<file path="config.mk">
export PLATFORM = sky130hd
export DESIGN_NAME = power_save_clock_gating
export DESIGN_NICKNAME = d
export VERILOG_FILES = /design/src/hw/power_save_pkg.sv /design/src/hw/power_save_clock_gating.sv
export SDC_FILE = /design/constraint.sdc
export NUM_CORES = 1
export LEC_CHECK = 0
export BUFFER_PORTS_ARGS = -buffer_cell sky130_fd_sc_hd__buf_2
export CORE_AREA = 2 2 79 81
export DETAILED_ROUTE_END_ITERATION = 8
export DIE_AREA = 0 0 81 83
export GPL_ROUTABILITY_DRIVEN = 1
export PLACE_DENSITY = 0.83
export SKIP_CTS_REPAIR_TIMING = 1
export SYNTH_ARGS = -nofsm -noshare
export SYNTH_HDL_FRONTEND = slang
export SYNTH_SLANG_ARGS = --single-unit
</file>
<file path="constraint.sdc">
create_clock -name clock -period 2.34 [get_ports clock]
set_clock_uncertainty 0.15 [all_clocks]
set_input_delay 0.234 -clock clock [delete_from_list [all_inputs] [get_ports clock]]
set_output_delay 0.234 -clock clock [all_outputs]
set_load 0.05 [all_outputs]
</file>
<file path="src/hw/power_save_pkg.sv">
// Constants and carrier types for the power-save clock control block.
// Assumes a single system clock; all users refer to names with pkg:: scope.
package power_save_pkg;

  // ********************************************************************
  // Clock divider register fields
  // ********************************************************************
  localparam int slowdown_enable_bit = 11;
  localparam int ratio_lsb = 12;
  localparam int ratio_msb = 14;
  localparam int full_speed_on_interrupt_bit = 15;
  localparam logic [15:0] clock_divider_reset = 16'h0000;
  localparam logic [2:0] ratio_reset = 3'h0;

  // ********************************************************************
  // Timing
  // ********************************************************************
  // Clocks from wake until the core is told to resume (2 to 4 allowed)
  localparam int resume_cycles = 2;
  // Module gate change latency, one instruction cycle
  localparam int gate_delay_cycles = 1;
  localparam int num_modules_default = 16;

  // ********************************************************************
  // Types
  // ********************************************************************
  typedef enum logic [1:0] {
    run_st,
    idle_st,
    resume_st
  } power_state_t;

  typedef struct packed {
    logic enter_idle;
    logic irq_pending;
    logic watchdog_timeout;
    logic watchdog_enabled;
    logic clock_fail_enabled;
  } core_events_t;

  typedef struct packed {
    logic cpu_clock_enable;
    logic resume;
    logic watchdog_clear;
    logic low_power_rc_run;
    logic in_idle;
  } core_controls_t;

endpackage
</file>
<file path="src/hw/power_save_clock_gating.sv">
// Power-save clock control: idle, CPU slowdown and per-module clock gates.
// Assumes all inputs are synchronous to clock and the core samples
// cpu_clock_enable as a clock gate enable.
//
// Contract
// Idle withholds CPU clock so nothing executes.
// Entering idle clears the watchdog count.
// System clock and enabled module clocks keep running in idle.
// Low-power RC runs in idle if watchdog or fail monitor enabled.
// Idle exits on enabled interrupt, reset or watchdog time-out.
// On wake CPU clock returns; execution resumes 2 to 4 cycles later.
// Interrupt during power-save instruction deferred until idle entered.
// Slowdown keeps system clock and peripherals at full speed.
// Slowdown active while enable bit 11 is set.
// Ratio bits 14:12 select 1:1 to 1:128, default 1:1.
// With bit 15 set, an interrupt restores full CPU speed.
// With bit 15 clear, interrupts leave slowdown untouched.
// Slowed CPU clock stays aligned to peripheral clock.
// Set gate bit stops all clocks of that module.
// Gated module ignores writes and returns invalid reads.
// Module enabled only if gate clear and module present.
// Gate bits of present modules clear after reset.
// Gate change takes effect one instruction cycle after write.
// Ratio codes 0..7 mean divisors 1,2,4,...,128.
`timescale 1ns/100ps
`default_nettype none

module power_save_clock_gating #(
  parameter int num_modules = power_save_pkg::num_modules_default,
  parameter logic [num_modules-1:0] modules_present = '1
) (
  input wire logic clock,
  input wire logic rst,
  input wire power_save_pkg::core_events_t events,
  input wire logic [15:0] divider_write_data,
  input wire logic divider_write,
  input wire logic [num_modules-1:0] gate_write_data,
  input wire logic gate_write,
  output logic [15:0] clock_divider_register,
  output power_save_pkg::core_controls_t controls,
  output logic cpu_clock_pulse,
  output logic [num_modules-1:0] module_clock_enable,
  output logic [num_modules-1:0] module_access_enable,
  output logic [num_modules-1:0] module_clock_gate
);

  // ********************************************************************
  // Parameter checks
  // ********************************************************************
  // Gate bits fit one word; the resume count must suit its 3-bit counter
  if (num_modules < 1 || num_modules > 16) begin : g_bad_modules
    $error("num_modules must be 1 to 16");
  end
  if (power_save_pkg::resume_cycles < 2 ||
      power_save_pkg::resume_cycles > 4) begin : g_bad_resume
    $error("resume_cycles must be 2 to 4");
  end

  // ********************************************************************
  // Idle state machine
  // ********************************************************************
  power_save_pkg::power_state_t state;
  logic [2:0] resume_count;
  logic wake;

  // Interrupt raised while entering is only looked at once in idle
  assign wake = events.irq_pending || events.watchdog_timeout;

  always_ff @(posedge clock or posedge rst) begin
    if (rst) begin
      state <= power_save_pkg::run_st;
      resume_count <= 3'h0;
    end else begin
      case (state)
        power_save_pkg::run_st: begin
          if (events.enter_idle) begin
            state <= power_save_pkg::idle_st;
          end
        end
        power_save_pkg::idle_st: begin
          if (wake) begin
            state <= power_save_pkg::resume_st;
            resume_count <= 3'h0;
          end
        end
        power_save_pkg::resume_st: begin
          resume_count <= resume_count + 3'h1;
          if (resume_count == 3'(power_save_pkg::resume_cycles - 1)) begin
            state <= power_save_pkg::run_st;
          end
        end
        default: begin
          state <= power_save_pkg::run_st;
        end
      endcase
    end
  end

  // ********************************************************************
  // Clock divider register and slowdown
  // ********************************************************************
  logic slowdown;
  logic [6:0] div_count;
  logic [6:0] div_mask;
  logic [2:0] ratio;

  assign slowdown = clock_divider_register[power_save_pkg::slowdown_enable_bit];
  assign ratio = clock_divider_register[power_save_pkg::ratio_msb:
                                        power_save_pkg::ratio_lsb];
  // Divisor is 2**code, so a mask of code ones wraps the counter
  assign div_mask = 7'((8'h01 << ratio) - 8'h01);

  always_ff @(posedge clock or posedge rst) begin
    if (rst) begin
      clock_divider_register <= power_save_pkg::clock_divider_reset;
    end else if (divider_write) begin
      clock_divider_register <= divider_write_data;
    end else if (events.irq_pending &&
                 clock_divider_register[
                   power_save_pkg::full_speed_on_interrupt_bit]) begin
      // Clearing the enable rather than the ratio keeps the setting
      clock_divider_register[power_save_pkg::slowdown_enable_bit]
        <= 1'b0;
    end
    // Without the bit, interrupts change nothing here
  end

  // Counter runs off the system clock, so CPU edges land on peripheral edges
  always_ff @(posedge clock or posedge rst) begin
    if (rst) begin
      div_count <= 7'h00;
    end else if (!slowdown || (div_count & div_mask) == div_mask) begin
      div_count <= 7'h00;
    end else begin
      div_count <= div_count + 7'h01;
    end
  end

  logic next_cpu_pulse;
  assign next_cpu_pulse = (state == power_save_pkg::run_st) &&
                          !events.enter_idle &&
                          (!slowdown || div_count == 7'h00);

  always_ff @(posedge clock or posedge rst) begin
    if (rst) begin
      cpu_clock_pulse <= 1'b0;
      controls <= '0;
    end else begin
      cpu_clock_pulse <= next_cpu_pulse;
      controls.cpu_clock_enable <= (state == power_save_pkg::run_st) &&
                                   !events.enter_idle;
      controls.watchdog_clear <= (state == power_save_pkg::run_st) &&
                                 events.enter_idle;
      controls.in_idle <= (state != power_save_pkg::run_st) ||
                          events.enter_idle;
      controls.resume <= (state == power_save_pkg::resume_st) &&
        (resume_count == 3'(power_save_pkg::resume_cycles - 1));
      controls.low_power_rc_run <= events.watchdog_enabled ||
                                   events.clock_fail_enabled;
    end
  end

  // ********************************************************************
  // Module clock gates
  // ********************************************************************
  logic [num_modules-1:0] next_enable;

  always_ff @(posedge clock or posedge rst) begin
    if (rst) begin
      module_clock_gate <= '0;
    end else if (gate_write) begin
      module_clock_gate <= gate_write_data;
    end
  end

  // Idle does not touch module clocks
  assign next_enable = ~module_clock_gate & modules_present;

  // One register stage gives the one-cycle latency after the write
  always_ff @(posedge clock or posedge rst) begin
    if (rst) begin
      module_clock_enable <= '0;
      module_access_enable <= '0;
    end else begin
      module_clock_enable <= next_enable;
      module_access_enable <= next_enable;
    end
  end
endmodule

`default_nettype wire

</file>
==> metrics list <==
* Average wire length per cell after detail routing: approximately 13 µm
- Register area: about 1700 µm²
* Horizontal extent of the die: a little over 80 µm
- The initial utilization of the core area, before any placement, comes to 0.446.
- Setup repair after global routing left no endpoint under its margin.
- On the final layout, the worst hold slack is -30.0 ps.
* Fin crit period: around 1600 ps
- Overflow after GRT: 0
- Along the worst hold path, the cell count comes to 3.
* Endpoint of the worst register-to-register path: div_count[4]$_DFF_PP0_
* Multi-input gate area: 708 µm²
- Summed over all layers, the routed wires come to ~5.7 mm.
- The path with the worst hold slack has its endpoint at module_clock_gate[0]$_DFFE_PP0P_.
- Clock Latency Late Sink: ~330 ps
* Overall power after layout: between 0.003 and 0.004 W
- Dividing the final minimum period by the clock period gives 0.700.
* Synthesized flop and latch total: 66
* Pin count of the biggest net entering global routing: 35
* Accumulated negative setup slack: 0 ps
- Routability-driven placement finished with a final weighted congestion of approximately 0.82.
- The checks that failed: hold timing.
* Summed instance area of the synthesized netlist: between 2000 and 3000 µm²
* DRT antenna net count: 0
- Port buffering added between 100 and 150 buffers.
* Max-slew headroom: 0.528
- Starting DRC count in detailed routing: 77
- Across the run, the number of max-cap violations was 0.
- STA puts the critical path data required time at ~2400 ps.
- Cell Pwr Density: ~930 nW/µm²
* Leakage Power: 1.83 nW
* Num ports: about 110
- Synthesis produced a netlist whose cell count is around 210.
- Count of cell types in the netlist: 35
- A synthesized cell averages about 12 µm².
- Worst-case clock buffer depth: 2
- Fraction of layout instances using a drive strength above 1: 0.429
* Vias per std cell: around 4.6
- Clock-pin slew was measured on the worst setup and hold paths at ~70 ps.
- When the netlist entered floorplanning its net count stood at about 260.
- After floorplanning, the core was sized to cover 5820 µm².
- The worst-case IR drop observed on VDD is around 0.47 mV.
- From synthesis to final layout, the design area changed by 41.6%.
- Timing would allow up to about 610 MHz.
* Worst EP arrival: about 1700 ps
* Dpl cells: around 380
* Die span in y: just over 80 µm
* Total GRT Usage: 0.159
- The number of antenna diodes in the final layout is 0.
* Startpoint of the lowest-slack register-to-register path: div_count[2]$_DFF_PP0_
- Number of clock sinks: between 60 and 70
- Critical Path Fanout Max: 1
- Final nets: 392
- The first global-routing pass estimated around 8.1 mm of wire.
- The initial antenna violation count was 0.
- Total number of placement rows: 28
- The layout has ~480 filler cells.
- Vias in the first global route: approximately 1800
* Number of cells on the worst reg-to-reg path: 4
- The routed layout has 1972 vias.
- The max-slew violation count came to 0.
- Detailed placement finished with a half-perimeter wire length of approximately 3.7 mm.
* Reg2reg setup slack: 900 ps
* Hold path startpoint: gate_write_data[0]
* Share of synthesized flip-flops with an asynchronous set or reset: 1.00
- The worst setup path is launched from an input pin.
- Ys Warns: 0
- The number of clock buffers added by TritonCTS is 9.
* Setup-failing EPs final: 0
* Count of final hold-check violations: 1
- Number of standard cells in the final layout excluding fillers: 427
* Critical path endpoint category: flop
- TritonCTS built the clock tree.
- The setup path with the least slack is of type input pin to flop.
* CTS root buffer: sky130_fd_sc_hd__clkbuf_8
- The first TritonRoute pass finished after 4 iterations.
- Worst-Margin Slew: ~710 ps
* Count of flip-flops with a built-in enable after synthesis: 0
- After detailed routing, the number of remaining DRC violations is 0.
- Most instantiated flip-flop cell in the synthesis netlist: sky130_fd_sc_hd__dfrtp_1
- Type of the worst min-delay path: input pin to flop
- The flow ran to the end, but the final reports show violations.
- Sequential cell area fraction in the yosys report: 0.636
* Die ar.: roughly 6700 µm²
* CTS H-Tree Depth: 3
power breakdown:
| part | internal [W] | leakage, nW | switching (W) | total (W) |
|---|---|---|---|---|
| Clock | 0.000630 | 0.109 | 0.000427 | 0.00106 |
| Combinational | 0.000284 | 0.932 | 0.000680 | 0.000964 |
| Sequential | 0.00129 | 0.793 | 0.000114 | 0.00140 |
| Total | 0.00220 | 1.83 | 0.00122 | 0.00342 |
cell families after synthesis:
group	after synthesis	share of synthesized area
flip-flops	66	0.636
buffers and inverters	44	0.0906
AND/OR/NAND/NOR	40	0.0743
AO/OA/AOI/OAI	37	0.0902
multiplexers	16	0.0689
XOR/XNOR	6	0.0203
adder cells (fa/ha/maj)	4	0.0193
per-layer routing:
layer	GRT usage	up-vias	share of wire
met5	0	-	0
met4	0.0924	0	0.015
met3	0.0435	7	0.053
met2	0.265	74	0.51
met1	0.178	940	0.42
li1	-	951	-
cells in the final DEF, fill, tap and decap left out, types with 2 or more instances in the layout:
cell                              n
sky130_fd_sc_hd__inv_1           19
sky130_fd_sc_hd__clkinvlp_4       2
sky130_fd_sc_hd__nand2b_1         2
sky130_fd_sc_hd__nor3b_1          3
sky130_fd_sc_hd__dfrtp_1         66
sky130_fd_sc_hd__mux2_2          15
sky130_fd_sc_hd__a21boi_1         2
sky130_fd_sc_hd__inv_2            3
sky130_fd_sc_hd__bufinv_16        2
sky130_fd_sc_hd__ha_1             4
sky130_fd_sc_hd__o21ai_0         19
sky130_fd_sc_hd__xor2_1           3
sky130_fd_sc_hd__nor2_1           5
sky130_fd_sc_hd__clkbuf_8        10
sky130_fd_sc_hd__nand2_1         20
sky130_fd_sc_hd__a21oi_1          8
sky130_fd_sc_hd__buf_2          110
sky130_fd_sc_hd__xnor2_1          3
sky130_fd_sc_hd__nand3_1          3
sky130_fd_sc_hd__dlygate4sd3_1   34
sequential cells by signal, indices dropped and copies added (netlist names):
signal                  count
div_count                   7
controls                    5
state                       2
clock_divider_register     16
module_clock_gate          16
module_access_enable       16
resume_count                3
cpu_clock_pulse             1
synth_stat cells (4+ instances only):
| cell | count | share of area |
|---|---|---|
| sky130_fd_sc_hd__o21ai_0 | 19 | 0.037 |
| sky130_fd_sc_hd__mux2_2 | 15 | 0.065 |
| sky130_fd_sc_hd__nor2_1 | 5 | 0.0072 |
| sky130_fd_sc_hd__ha_1 | 4 | 0.019 |
| sky130_fd_sc_hd__a21oi_1 | 8 | 0.015 |
| sky130_fd_sc_hd__dfrtp_1 | 66 | 0.64 |
| sky130_fd_sc_hd__nand2_1 | 20 | 0.029 |
| sky130_fd_sc_hd__buf_4 | 16 | 0.046 |
| sky130_fd_sc_hd__inv_1 | 20 | 0.029 |
critical path, stage by stage:
cell and delay [ps]:
sky130_fd_sc_hd__dlygate4sd3_1 530, sky130_fd_sc_hd__buf_2 110, sky130_fd_sc_hd__or2_2 280, sky130_fd_sc_hd__dlygate4sd3_1 550
through the flow:
stage / utilization / instance area (µm²) / setup WS [ps]
final: 0.632 / 3670 / 702
after global placement: 0.534 / 3110 / 965
after floorplan: - / 2590 / 301
after CTS: 0.573 / 3330 / 827
after global routing: 0.632 / 3670 / 697
after detailed placement: 0.534 / 3110 / 918
layout make-up:
| type | instances | share of cell area |
|---|---|---|
| tap | 75 | 0.0255 |
| sequential | 66 | 0.450 |
| inverter | 22 | 0.0225 |
| clock buffer | 10 | 0.0375 |
| multi-input combinational | 103 | 0.193 |
| clock inverter | 6 | 0.0242 |
| timing repair buffer | 145 | 0.248 |
worst max path at each step:
stage	startpoint	end	slack, ps
floorplan	rst	clock_divider_register[0]$_DFFE_PP0P_	300
global route	events[0]	controls[1]$_DFF_PP0_	700
global placement	div_count[2]$_DFF_PP0_	div_count[3]$_DFF_PP0_	970
finish	events[0]	controls[1]$_DFF_PP0_	700
CTS	clock_divider_register[11]$_DFFE_PP0P_	clock_divider_register[11]	830
detailed placement	div_count[2]$_DFF_PP0_	div_count[4]$_DFF_PP0_	920
No activity file was read; power rests on OpenSTA's default activity.
